### src/hw/ebw_pkg.sv
package ebw_pkg;
  // memory-mapped register word addresses in data space
  localparam logic [15:0] WAIT_COUNT_ADDR = 16'h0028;
  localparam logic [15:0] BANK_CTRL_ADDR = 16'h0029;
  localparam logic [15:0] WAIT_MULT_ADDR = 16'h002b;
  // reset values
  localparam logic [15:0] WAIT_COUNT_RESET = 16'h7fff;
  localparam logic [15:0] WAIT_MULT_RESET = 16'h0000;
  localparam logic [15:0] BANK_CTRL_RESET = 16'hf000;
  // writable bits; everything else reads zero
  localparam logic [15:0] WAIT_MULT_MASK = 16'h0001;
  localparam logic [15:0] BANK_CTRL_MASK = 16'hf006;
  // field positions
  localparam int MULT_BIT = 0;
  localparam int CONSECUTIVE_BANK_MODE_BIT = 15;
  localparam int DIV_LSB = 13;
  localparam int ACK_OFF_BIT = 12;
  localparam int HOST_KEEP_BIT = 2;
  localparam int DATA_KEEP_BIT = 1;
  localparam int XPA_BIT = 15;
  localparam int IO_WAIT_LSB = 12;
  localparam int DATA_HI_WAIT_LSB = 9;
  localparam int PROG_HI_WAIT_LSB = 3;
  localparam int PROG_LO_WAIT_LSB = 0;
  // bank boundary: 32K words, so address bit 15 picks the bank
  localparam int BANK_BIT = 15;
  localparam int PAGE_LSB = 16;
  localparam int XPA_RANGE_BIT = 22;
  // bus clock divide field reset code (divide by 4)
  localparam logic [1:0] DIV_RESET = 2'h3;

  // access space codes
  typedef enum logic [1:0] {
    SPACE_PROG = 2'h0,
    SPACE_DATA = 2'h1,
    SPACE_IO = 2'h2
  } ebw_space_type;

  // bus cycle sequencer states
  typedef enum logic [4:0] {
    ST_IDLE = 5'h01,
    ST_GAP = 5'h02,
    ST_START = 5'h04,
    ST_STROBE = 5'h08,
    ST_TRAIL = 5'h10
  } ebw_state_type;
endpackage
### src/hw/ebw_clk_div.sv
`timescale 1ns/10ps
`default_nettype none
module ebw_clk_div
  import ebw_pkg::*;
(
  // clock and reset
  input wire logic clock_in,
  input wire logic rstn_in,
  // divide field
  input wire logic [1:0] div_in,
  // bus clock and end-of-bus-cycle tick
  output logic bus_clock_out,
  output logic tick_out
);
  logic [1:0] cnt_q;
  logic [1:0] cnt_d;
  logic last_w;
  logic high_w;

  // last phase of a bus cycle; ratio is div_in + 1 processor clocks
  assign last_w = (cnt_q >= div_in);
  assign cnt_d = last_w ? 2'h0 : cnt_q + 2'h1;
  // high during the first half; at ratio 1 the output stays high,
  // since a register cannot toggle at the processor clock rate
  assign high_w = (cnt_d <= (div_in >> 1)) || (div_in == 2'h0);

  // counter and registered outputs
  always_ff @(posedge clock_in or negedge rstn_in) begin
    if (!rstn_in) begin
      cnt_q <= 2'h0;
      tick_out <= 1'b0;
      bus_clock_out <= 1'b1;
    end else begin
      cnt_q <= cnt_d;
      tick_out <= last_w;
      bus_clock_out <= high_w;
    end
  end

  // a tick with the field held at 3 for three clocks is followed by three idle clocks
  chk_tick_spacing: assert property (@(posedge clock_in) disable iff (!rstn_in)
    $past(tick_out, 2) && $past(div_in, 2) == 2'h3 && $past(div_in) == 2'h3 &&
    div_in == 2'h3 |-> !$past(tick_out) && !tick_out ##1 !tick_out)
    else $error("bus tick spacing wrong for divide by 4");
  cov_div_one: cover property (@(posedge clock_in) disable iff (!rstn_in)
    div_in == 2'h0 && tick_out);
endmodule
`default_nettype wire

### src/hw/ebw_ctrl.sv
// Functional notes
// - multiplier bit doubles every wait count
// - multiplier at bit 0, address 2Bh
// - extra cycle when accesses cross 32K banks
// - consecutive off: gap only on bank, space or page change
// - consecutive on: start, read, trail cycles
// - bus clock is processor clock over field+1; held high at field 0
// - all external timing stretched by divider
// - divide field codes 0..3, resets to 11
// - ack-off bit 12 suppresses ack, resets 1
// - host keeper bit 2, reset off
// - data keeper bit 1, reset off
// - lower data wait field has no effect
// - bank control register at address 29h
// - wait counts reset 7FFFh, multiplier cleared
// - gap for bank, space, page changes
// - strobe high one bus cycle during gap
`timescale 1ns/10ps
`default_nettype none
module ebw_ctrl
  import ebw_pkg::*;
(
  // clock and reset
  input wire logic clock_in,
  input wire logic rstn_in,
  // memory-mapped register port from the core
  input wire logic [15:0] mmr_addr_in,
  input wire logic mmr_wr_in,
  input wire logic mmr_rd_in,
  input wire logic [15:0] mmr_wdata_in,
  output logic [15:0] mmr_rdata_out,
  // external access request from the core
  input wire logic acc_req_in,
  input wire logic acc_write_in,
  input wire logic [1:0] acc_space_in,
  input wire logic [22:0] acc_addr_in,
  input wire logic [15:0] acc_wdata_in,
  output logic acc_done_out,
  output logic [15:0] acc_rdata_out,
  // external memory bus pins
  output logic [22:0] ext_addr_out,
  output logic memory_strobe_n_out,
  input wire logic [15:0] ext_data_in,
  output logic [15:0] ext_data_out,
  output logic ext_data_oe_n_out,
  output logic bus_clock_output_out,
  // bus keepers
  input wire logic [7:0] host_port_data_pins_in,
  output logic data_bus_keeper_enable_out,
  output logic [15:0] data_keeper_level_out,
  output logic host_bus_keeper_enable_out,
  output logic [7:0] host_keeper_level_out,
  // interrupt acknowledge
  input wire logic interrupt_ack_output_req_in,
  output logic interrupt_ack_output_n_out
);
  // returns the three-bit wait field at a position of the count register
  function automatic logic [2:0] wait_field(input logic [15:0] reg_v, input int lsb);
    wait_field = reg_v[lsb +: 3];
  endfunction

  logic rst_s1_q;
  logic rstn_q;
  logic [15:0] wait_count_register_q;
  logic [15:0] wait_multiplier_control_q;
  logic [15:0] bank_switch_control_q;
  logic [15:0] data_s1_q;
  logic [15:0] data_s2_q;
  logic [7:0] host_s1_q;
  logic [7:0] host_s2_q;
  ebw_state_type state_q;
  ebw_state_type state_d;
  logic [3:0] wait_cnt_q;
  logic [3:0] wait_cnt_d;
  logic consecutive_bank_mode_rd_q;
  logic last_valid_q;
  logic last_read_q;
  logic last_prog_q;
  logic last_bank_q;
  logic [6:0] last_page_q;
  logic tick_w;
  logic bus_clock_w;
  logic wr_wait_w;
  logic wr_bank_w;
  logic wr_mult_w;
  logic [15:0] rd_mux_w;
  logic wait_multiplier_bit_w;
  logic consecutive_bank_mode_w;
  logic [1:0] bus_clock_divide_field_w;
  logic ack_output_disable_w;
  logic mem_space_w;
  logic is_prog_w;
  logic is_read_w;
  logic bank_change_w;
  logic gap_needed_w;
  logic [2:0] base_wait_w;
  logic [3:0] wait_total_w;
  logic take_w;
  logic finish_w;

  // reset release through two flops
  always_ff @(posedge clock_in or negedge rstn_in) begin
    if (!rstn_in) begin
      rst_s1_q <= 1'b0;
      rstn_q <= 1'b0;
    end else begin
      rst_s1_q <= 1'b1;
      rstn_q <= rst_s1_q;
    end
  end

  // pin synchronisers for data bus and host-port data
  always_ff @(posedge clock_in or negedge rstn_q) begin
    if (!rstn_q) begin
      data_s1_q <= 16'h0000;
      data_s2_q <= 16'h0000;
      host_s1_q <= 8'h00;
      host_s2_q <= 8'h00;
    end else begin
      data_s1_q <= ext_data_in;
      data_s2_q <= data_s1_q;
      host_s1_q <= host_port_data_pins_in;
      host_s2_q <= host_s1_q;
    end
  end

  // register decode
  assign wr_wait_w = mmr_wr_in && (mmr_addr_in == WAIT_COUNT_ADDR);
  assign wr_bank_w = mmr_wr_in && (mmr_addr_in == BANK_CTRL_ADDR);
  assign wr_mult_w = mmr_wr_in && (mmr_addr_in == WAIT_MULT_ADDR);
  assign rd_mux_w = (mmr_addr_in == WAIT_COUNT_ADDR) ? wait_count_register_q :
                    (mmr_addr_in == BANK_CTRL_ADDR) ? bank_switch_control_q :
                    (mmr_addr_in == WAIT_MULT_ADDR) ? wait_multiplier_control_q :
                    16'h0000;

  // control registers; reserved bits masked so they stay zero
  always_ff @(posedge clock_in or negedge rstn_q) begin
    if (!rstn_q) begin
      wait_count_register_q <= WAIT_COUNT_RESET;
      wait_multiplier_control_q <= WAIT_MULT_RESET;
      bank_switch_control_q <= BANK_CTRL_RESET;
      mmr_rdata_out <= 16'h0000;
    end else begin
      if (wr_wait_w) begin
        wait_count_register_q <= mmr_wdata_in;
      end
      if (wr_mult_w) begin
        wait_multiplier_control_q <= mmr_wdata_in & WAIT_MULT_MASK;
      end
      if (wr_bank_w) begin
        bank_switch_control_q <= mmr_wdata_in & BANK_CTRL_MASK;
      end
      mmr_rdata_out <= mmr_rd_in ? rd_mux_w : 16'h0000;
    end
  end

  // named control bits
  assign wait_multiplier_bit_w = wait_multiplier_control_q[MULT_BIT];
  assign consecutive_bank_mode_w = bank_switch_control_q[CONSECUTIVE_BANK_MODE_BIT];
  assign bus_clock_divide_field_w = bank_switch_control_q[DIV_LSB +: 2];
  assign ack_output_disable_w = bank_switch_control_q[ACK_OFF_BIT];

  // bus clock divider; its tick paces every bus phase below
  ebw_clk_div u_div (
    .clock_in(clock_in),
    .rstn_in(rstn_q),
    .div_in(bus_clock_divide_field_w),
    .bus_clock_out(bus_clock_w),
    .tick_out(tick_w)
  );

  // wait field select; lower data space has no external memory, so its
  // field is never consulted and such accesses run with no waits
  always_comb begin
    base_wait_w = 3'h0;
    unique case (acc_space_in)
      SPACE_PROG: begin
        if (wait_count_register_q[XPA_BIT]) begin
          base_wait_w = acc_addr_in[XPA_RANGE_BIT] ?
                        wait_field(wait_count_register_q, PROG_HI_WAIT_LSB) :
                        wait_field(wait_count_register_q, PROG_LO_WAIT_LSB);
        end else begin
          base_wait_w = acc_addr_in[BANK_BIT] ?
                        wait_field(wait_count_register_q, PROG_HI_WAIT_LSB) :
                        wait_field(wait_count_register_q, PROG_LO_WAIT_LSB);
        end
      end
      SPACE_DATA: begin
        base_wait_w = acc_addr_in[BANK_BIT] ?
                      wait_field(wait_count_register_q, DATA_HI_WAIT_LSB) : 3'h0;
      end
      default: begin
        base_wait_w = wait_field(wait_count_register_q, IO_WAIT_LSB);
      end
    endcase
  end
  assign wait_total_w = wait_multiplier_bit_w ? {base_wait_w, 1'b0} :
                        {1'b0, base_wait_w};

  // bank-switch detection against the last program/data access
  assign is_prog_w = (acc_space_in == SPACE_PROG);
  assign mem_space_w = is_prog_w || (acc_space_in == SPACE_DATA);
  assign is_read_w = !acc_write_in;
  assign bank_change_w = last_valid_q && last_read_q &&
                         ((last_prog_q != is_prog_w) ||
                          (last_bank_q != acc_addr_in[BANK_BIT]) ||
                          (is_prog_w && last_page_q != acc_addr_in[22:PAGE_LSB]));
  assign gap_needed_w = mem_space_w && is_read_w && bank_change_w;
  assign take_w = (state_q == ST_IDLE) && acc_req_in && tick_w;

  // sequencer: every phase lasts whole bus cycles, so the divider
  // stretches all external timing together with the waits
  always_comb begin
    state_d = state_q;
    wait_cnt_d = wait_cnt_q;
    finish_w = 1'b0;
    unique case (state_q)
      ST_IDLE: begin
        if (take_w) begin
          wait_cnt_d = wait_total_w;
          if (mem_space_w && is_read_w && consecutive_bank_mode_w) begin
            state_d = ST_START;
          end else if (gap_needed_w) begin
            state_d = ST_GAP;
          end else begin
            state_d = ST_STROBE;
          end
        end
      end
      ST_GAP, ST_START: begin
        if (tick_w) begin
          state_d = ST_STROBE;
        end
      end
      ST_STROBE: begin
        if (tick_w) begin
          if (wait_cnt_q != 4'h0) begin
            wait_cnt_d = wait_cnt_q - 4'h1;
          end else if (consecutive_bank_mode_rd_q) begin
            state_d = ST_TRAIL;
          end else begin
            state_d = ST_IDLE;
            finish_w = 1'b1;
          end
        end
      end
      ST_TRAIL: begin
        if (tick_w) begin
          state_d = ST_IDLE;
          finish_w = 1'b1;
        end
      end
      default: begin
        state_d = ST_IDLE;
      end
    endcase
  end

  // sequencer state and last-access record
  always_ff @(posedge clock_in or negedge rstn_q) begin
    if (!rstn_q) begin
      state_q <= ST_IDLE;
      wait_cnt_q <= 4'h0;
      consecutive_bank_mode_rd_q <= 1'b0;
      last_valid_q <= 1'b0;
      last_read_q <= 1'b0;
      last_prog_q <= 1'b0;
      last_bank_q <= 1'b0;
      last_page_q <= 7'h00;
    end else begin
      state_q <= state_d;
      wait_cnt_q <= wait_cnt_d;
      if (take_w) begin
        consecutive_bank_mode_rd_q <= mem_space_w && is_read_w && consecutive_bank_mode_w;
      end
      if (take_w && mem_space_w) begin
        last_valid_q <= 1'b1;
        last_read_q <= is_read_w;
        last_prog_q <= is_prog_w;
        last_bank_q <= acc_addr_in[BANK_BIT];
        last_page_q <= acc_addr_in[22:PAGE_LSB];
      end
    end
  end

  // pin drivers; strobe stays high through gap, start and trail
  always_ff @(posedge clock_in or negedge rstn_q) begin
    if (!rstn_q) begin
      ext_addr_out <= 23'h000000;
      memory_strobe_n_out <= 1'b1;
      ext_data_out <= 16'h0000;
      ext_data_oe_n_out <= 1'b1;
      acc_done_out <= 1'b0;
      acc_rdata_out <= 16'h0000;
      bus_clock_output_out <= 1'b1;
    end else begin
      if (take_w) begin
        ext_addr_out <= acc_addr_in;
        ext_data_out <= acc_wdata_in;
      end
      memory_strobe_n_out <= (state_d != ST_STROBE);
      ext_data_oe_n_out <= !((state_d == ST_STROBE) && acc_write_in);
      acc_done_out <= finish_w;
      if (state_q == ST_STROBE && state_d != ST_STROBE) begin
        acc_rdata_out <= data_s2_q;
      end
      bus_clock_output_out <= bus_clock_w;
    end
  end

  // keepers: enables plus the last sampled level to hold on the pins
  always_ff @(posedge clock_in or negedge rstn_q) begin
    if (!rstn_q) begin
      data_bus_keeper_enable_out <= 1'b0;
      host_bus_keeper_enable_out <= 1'b0;
      data_keeper_level_out <= 16'h0000;
      host_keeper_level_out <= 8'h00;
      interrupt_ack_output_n_out <= 1'b1;
    end else begin
      data_bus_keeper_enable_out <= bank_switch_control_q[DATA_KEEP_BIT];
      host_bus_keeper_enable_out <= bank_switch_control_q[HOST_KEEP_BIT];
      data_keeper_level_out <= ext_data_oe_n_out ? data_s2_q : ext_data_out;
      host_keeper_level_out <= host_s2_q;
      interrupt_ack_output_n_out <= !(interrupt_ack_output_req_in && !ack_output_disable_w);
    end
  end

  chk_mult_double: assert property (@(posedge clock_in) disable iff (!rstn_q)
    take_w && wait_multiplier_bit_w |=> wait_cnt_q == {$past(base_wait_w), 1'b0})
    else $error("wait count not doubled");
  chk_mult_reserved: assert property (@(posedge clock_in) disable iff (!rstn_q)
    mmr_rd_in && mmr_addr_in == WAIT_MULT_ADDR |=> mmr_rdata_out[15:1] == 15'h0000)
    else $error("reserved multiplier bits not zero");
  chk_bank_gap: assert property (@(posedge clock_in) disable iff (!rstn_q)
    take_w && gap_needed_w && !consecutive_bank_mode_w |=> state_q == ST_GAP)
    else $error("bank gap missing");
  chk_no_gap: assert property (@(posedge clock_in) disable iff (!rstn_q)
    take_w && !gap_needed_w && !consecutive_bank_mode_w |=> state_q == ST_STROBE)
    else $error("unexpected gap");
  chk_consecutive_bank_mode_start: assert property (@(posedge clock_in) disable iff (!rstn_q)
    take_w && is_read_w && mem_space_w && consecutive_bank_mode_w
    |=> state_q == ST_START)
    else $error("starting cycle missing");
  // done is registered on the same edge that returns the sequencer to idle
  chk_trail_end: assert property (@(posedge clock_in) disable iff (!rstn_q)
    state_q == ST_TRAIL && tick_w |=> state_q == ST_IDLE && acc_done_out)
    else $error("trailing cycle did not end access");
  // the new address is already on the pins while the strobe rests high
  chk_gap_strobe: assert property (@(posedge clock_in) disable iff (!rstn_q)
    state_q == ST_GAP |-> memory_strobe_n_out && ext_addr_out == $past(acc_addr_in))
    else $error("strobe active or address stale in gap");
  chk_div_write: assert property (@(posedge clock_in) disable iff (!rstn_q)
    wr_bank_w |=> bus_clock_divide_field_w == $past(mmr_wdata_in[14:13]))
    else $error("divide field write lost");
  chk_ack_suppress: assert property (@(posedge clock_in) disable iff (!rstn_q)
    interrupt_ack_output_req_in && ack_output_disable_w |=> interrupt_ack_output_n_out)
    else $error("ack not suppressed");
  chk_keeper_bits: assert property (@(posedge clock_in) disable iff (!rstn_q)
    wr_bank_w ##2 1'b1 |-> data_bus_keeper_enable_out == $past(mmr_wdata_in[1], 2) &&
    host_bus_keeper_enable_out == $past(mmr_wdata_in[2], 2))
    else $error("keeper enables wrong");
  cov_gap_read: cover property (@(posedge clock_in) disable iff (!rstn_q)
    state_q == ST_GAP ##[1:8] state_q == ST_STROBE);
  cov_consecutive_bank_mode_read: cover property (@(posedge clock_in) disable iff (!rstn_q)
    state_q == ST_TRAIL ##[1:8] acc_done_out);
  cov_doubled_wait: cover property (@(posedge clock_in) disable iff (!rstn_q)
    take_w && wait_multiplier_bit_w && base_wait_w != 3'h0);
endmodule
`default_nettype wire

### config.mk
export PLATFORM = sky130hd
export DESIGN_NAME = ebw_ctrl
export DESIGN_NICKNAME = d
export VERILOG_FILES = /design/src/hw/ebw_pkg.sv /design/src/hw/ebw_clk_div.sv /design/src/hw/ebw_ctrl.sv
export SDC_FILE = /design/constraint.sdc
export NUM_CORES = 1
export LEC_CHECK = 0
export BUFFER_PORTS_ARGS = -buffer_cell sky130_fd_sc_hd__buf_2
export CORE_ASPECT_RATIO = 1.4
export CORE_MARGIN = 1.5
export CORE_UTILIZATION = 56
export CTS_CLUSTER_DIAMETER = 40
export CTS_CLUSTER_SIZE = 14
export DETAILED_ROUTE_END_ITERATION = 10
export GPL_TIMING_DRIVEN = 0
export MAX_ROUTING_LAYER = met4
export PLACE_DENSITY_LB_ADDON = 0.12
export SYNTH_ARGS = -nofsm -noshare
export SYNTH_HDL_FRONTEND = slang
export SYNTH_SLANG_ARGS = --single-unit
export TNS_END_PERCENT = 10
### constraint.sdc
create_clock -name clock_in -period 16.44 [get_ports clock_in]
set_clock_uncertainty 0.2 [all_clocks]
set_input_delay 0 -clock clock_in [delete_from_list [all_inputs] [get_ports clock_in]]
set_output_delay 0 -clock clock_in [all_outputs]
set_load 0.05 [all_outputs]
==> metrics.log <==
[metrics] CTS Sinks: 200
[metrics] gate count of the mapped netlist: around 570
[metrics] final critical delay including setup and external delays: 2.77 ns
[metrics] residual DRC count: 0
[metrics] initial antenna violation count: 0
[metrics] core box area: between 0.01 and 0.015 mm^2
[metrics] layout cell share with drive strength beyond 1: a little under two fifths
[metrics] prevailing post-synth register cell: dfrtp_1
[metrics] post-layout net count: 1005
[metrics] critical-path maximum fanout: 10
[metrics] clock-pin slew reported for the worst setup and hold paths after clock tree synthesis: about 0.070 ns
[metrics] Pleak: between 5 and 6 nW
[metrics] Worst Setup Slack post-DPL: about 14 ns
[metrics] Final Setup Violations: 0
[metrics] status: finished clean
[metrics] biggest area contributors in the synthesized netlist: dfrtp_1 (59%), dfstp_2 (8.8%), mux2_2 (8.0%)
[metrics] first-pass GRT wire length: approximately 29000 um
[metrics] data arrival time of the worst path: about 2.9 ns
[metrics] number of hold-slack violations in the final timing report: 0
[metrics] number of diodes: 0
[metrics] full die area: roughly 0.014 mm^2
[metrics] global placer's final weighted congestion: roughly 0.85
[metrics] final period utilization: between 10% and 20%
[metrics] Netlist Area Pre-Place: 0.00746 mm^2
[metrics] wire per inst: between 15 and 20 um
[metrics] maximum number of pins on one net before global-route repair: 76
[metrics] gr ovfl total: 0
[metrics] fraction of synthesized cell area taken by the top area cell type: between 50% and 60%
[metrics] number of enable flip-flop cells after synthesis: 0
[metrics] clock tree from TritonCTS: built
[metrics] category of the critical setup timing path: reg2reg
[metrics] Site Rows: 49
[metrics] overall via count from detail_route: about 5600
[metrics] post-route worst hold slack: 0.00771 ns
[metrics] combined buffer and inverter count along the critical path: 2
[metrics] die extent in x: roughly 100 um
[metrics] floorplan die height: about 140 um
[metrics] Clock Root Buffer: clkbuf_16
[metrics] area growth from synthesis to layout: 38.7%
[metrics] worst setup slack after layout: 13.67 ns
[metrics] post-synthesis net count: 680
[metrics] count of buffers added by post-CTS timing repair for setup: 0
[metrics] H-Tree Level Count: 4
[metrics] max-cap viol count: 0
[metrics] number of global-route vias before repair: 5941
[metrics] max-slew violation count: 0
[metrics] post-synthesis cell type with the largest combined area: dfrtp_1
[metrics] Final TNS setup: 0 ns
[metrics] number of synthesized register bits: 200
[metrics] number of buffers created by CTS: 17
[metrics] CP delay by family, top: simple AND/OR/NAND/NOR gates
[metrics] Max transition margin: approximately half
[metrics] critical-path cell list: inv_1 -> ha_1 -> nor3b_1 -> and2_1 -> o21ai_4 -> a211oi_4 -> buf_12 -> mux2_4
[metrics] count of boundary I/O pins: 206
[metrics] Pre-antenna DRT Iters: 4
[metrics] power per unit of standard cell area: roughly 170 mW/mm^2
[metrics] Synth Warn #: 0
[metrics] Clock Path Buffers: 2
[metrics] global-route usage over all layers: about 28%
[metrics] Peak VDD IR: 0.0962 mV
[metrics] remaining number of nets flagged by the antenna check after routing: 0
[metrics] unrepaired setup endpoints after global routing: no
[metrics] fraction of the yosys area taken by sequential cells: 67.5%
[metrics] quantity of I/O buffers inserted on ports: approximately 200
[metrics] Crit. End Element: flop
[metrics] HP Class: in2reg
[metrics] cell with the biggest individual delay on the critical path: a211oi_4
[metrics] kind of launch point of the worst setup path: flop
[metrics] Req. time, crit path: 16.55 ns
[metrics] fmax: between 300 and 400 MHz
[metrics] Distinct cells, synth: 55
[metrics] initial cell density of the core: between 50 and 60%
[metrics] maximum single-stage delay on the critical path: about 0.48 ns
[metrics] DRT iter0 DRCs: between 200 and 300
[metrics] synthesized area per cell: about 13 um^2
[metrics] Detail Placement HPWL: 11400 um
[metrics] Async S/R FF share, synth: 100%
[metrics] transition time at the pin with the least slew margin: between 0.7 and 0.8 ns
[metrics] number of vias per cell: between 5 and 6
[metrics] total wire length after detailed routing: between 15000 and 20000 um
[metrics] Clk Latency, worst-skew pair: 0.43 ns
[flip-flops by register name, indices dropped and copies added, names as in the netlist, 16 cells and up]
register and cells:
ext_addr_out 23, data_s2_q 16, acc_rdata_out 16, wait_count_register_q 16, data_s1_q 16, data_keeper_level_out 16, ext_data_out 16, mmr_rdata_out 16
[repair_timing]
item	4_1_cts	5_1_grt
resized for setup	0	0
hold buffers	100	0
endpoints found under the hold margin	123	0
[layer usage]
| layer | track usage [%] | share of wire, % | vias to the layer above |
|---|---|---|---|
| met2 | 50.0 | 56 | 166 |
| met5 | - | 0 | - |
| met4 | 9.41 | 2.0 | 0 |
| li1 | - | - | 2559 |
| met1 | 30.7 | 38 | 2809 |
| met3 | 5.47 | 4.1 | 25 |
[cells by family (layout without fill, tap and decap cells)]
family	Yosys count	after routing	synth area share, %
compound gates	46	46	4.23
xor+xnor	12	12	1.41
fa+ha+maj	4	4	0.671
buf+inv	33	371	2.20
flops	200	200	67.5
mux	74	74	11.5
other cells	1	1	0.0503
simple gates	202	202	12.4
[layout by cell type, fill, tap and decap left out, drive strengths merged, types with 9 or more instances in the layout]
| cell type | count |
|---|---|
| clkbuf | 39 |
| mux2i | 11 |
| nand2 | 128 |
| dfrtp | 175 |
| xnor2 | 9 |
| and2 | 11 |
| dfstp | 25 |
| dlygate4sd3 | 100 |
| inv | 12 |
| mux2 | 63 |
| o21ai | 18 |
| nor2 | 20 |
| buf | 212 |
[synthesized netlist by cell type, types with 2 or more instances]
master / number
xnor2_1: 9
nor4b_1: 3
and2_1: 11
nand2_1: 128
nor2_1: 20
nand3b_1: 2
and3_1: 2
clkbuf_1: 17
nor3b_1: 3
dfstp_2: 25
o22ai_1: 3
ha_1: 4
nor2b_1: 2
a21oi_1: 7
mux2_4: 10
inv_1: 10
xor2_1: 3
nand2b_1: 6
nor3_1: 6
dfrtp_1: 175
and4_1: 2
mux2i_1: 11
nand4_1: 2
mux2_2: 53
nand3_1: 6
a31oi_1: 2
o31ai_1: 3
o21ai_0: 17
a41oi_1: 2
buf_6: 3
[layout make-up]
class,count,area [um^2]
flip-flops and latches,200,5040
fillers,768,2590
multi-input cells,339,2260
repair buffers,306,2080
clock buffers,22,464
well taps,178,223
plain buffers,23,126
clock inverters,10,119
inverters,10,37.5
[per-stage QoR]
step                      cells  utilization (%)  area [um^2]  power, mW
after global routing       1088             80.0        10300       1.80
after global placement      954             67.3         8700       1.27
final                      1088             80.0        10300       1.72
after CTS                  1088             80.0        10300       1.72
after detailed placement    956             67.7         8760       1.29
after floorplan             572                -         7460       1.13
[final timing paths]
kind	start	to	slack, ns	cells past startpoint
hold / removal	host_port_data_pins_in[1]	host_s1_q[1]	0.008	2
max in group asynchronous	rstn_q	ext_data_oe_n_out	15.00	1
setup / recovery	wait_cnt_q[0]	acc_rdata_out[10]	13.67	8
setup reg to reg	wait_cnt_q[0]	acc_rdata_out[10]	13.67	8
min in group asynchronous	rstn_q	u_div.cnt_q[0]	0.20	0
hold reg to reg	host_s1_q[4]	host_s2_q[4]	0.15	0
[power breakdown]
| part | switching [mW] | internal [mW] | total (mW) |
|---|---|---|---|
| Combinational | 0.453 | 0.189 | 0.642 |
| Clock | 0.181 | 0.233 | 0.414 |
| Sequential | 0.0658 | 0.599 | 0.665 |
| Total | 0.700 | 1.02 | 1.72 |
Note: power is estimated with default switching activity, not from simulation.
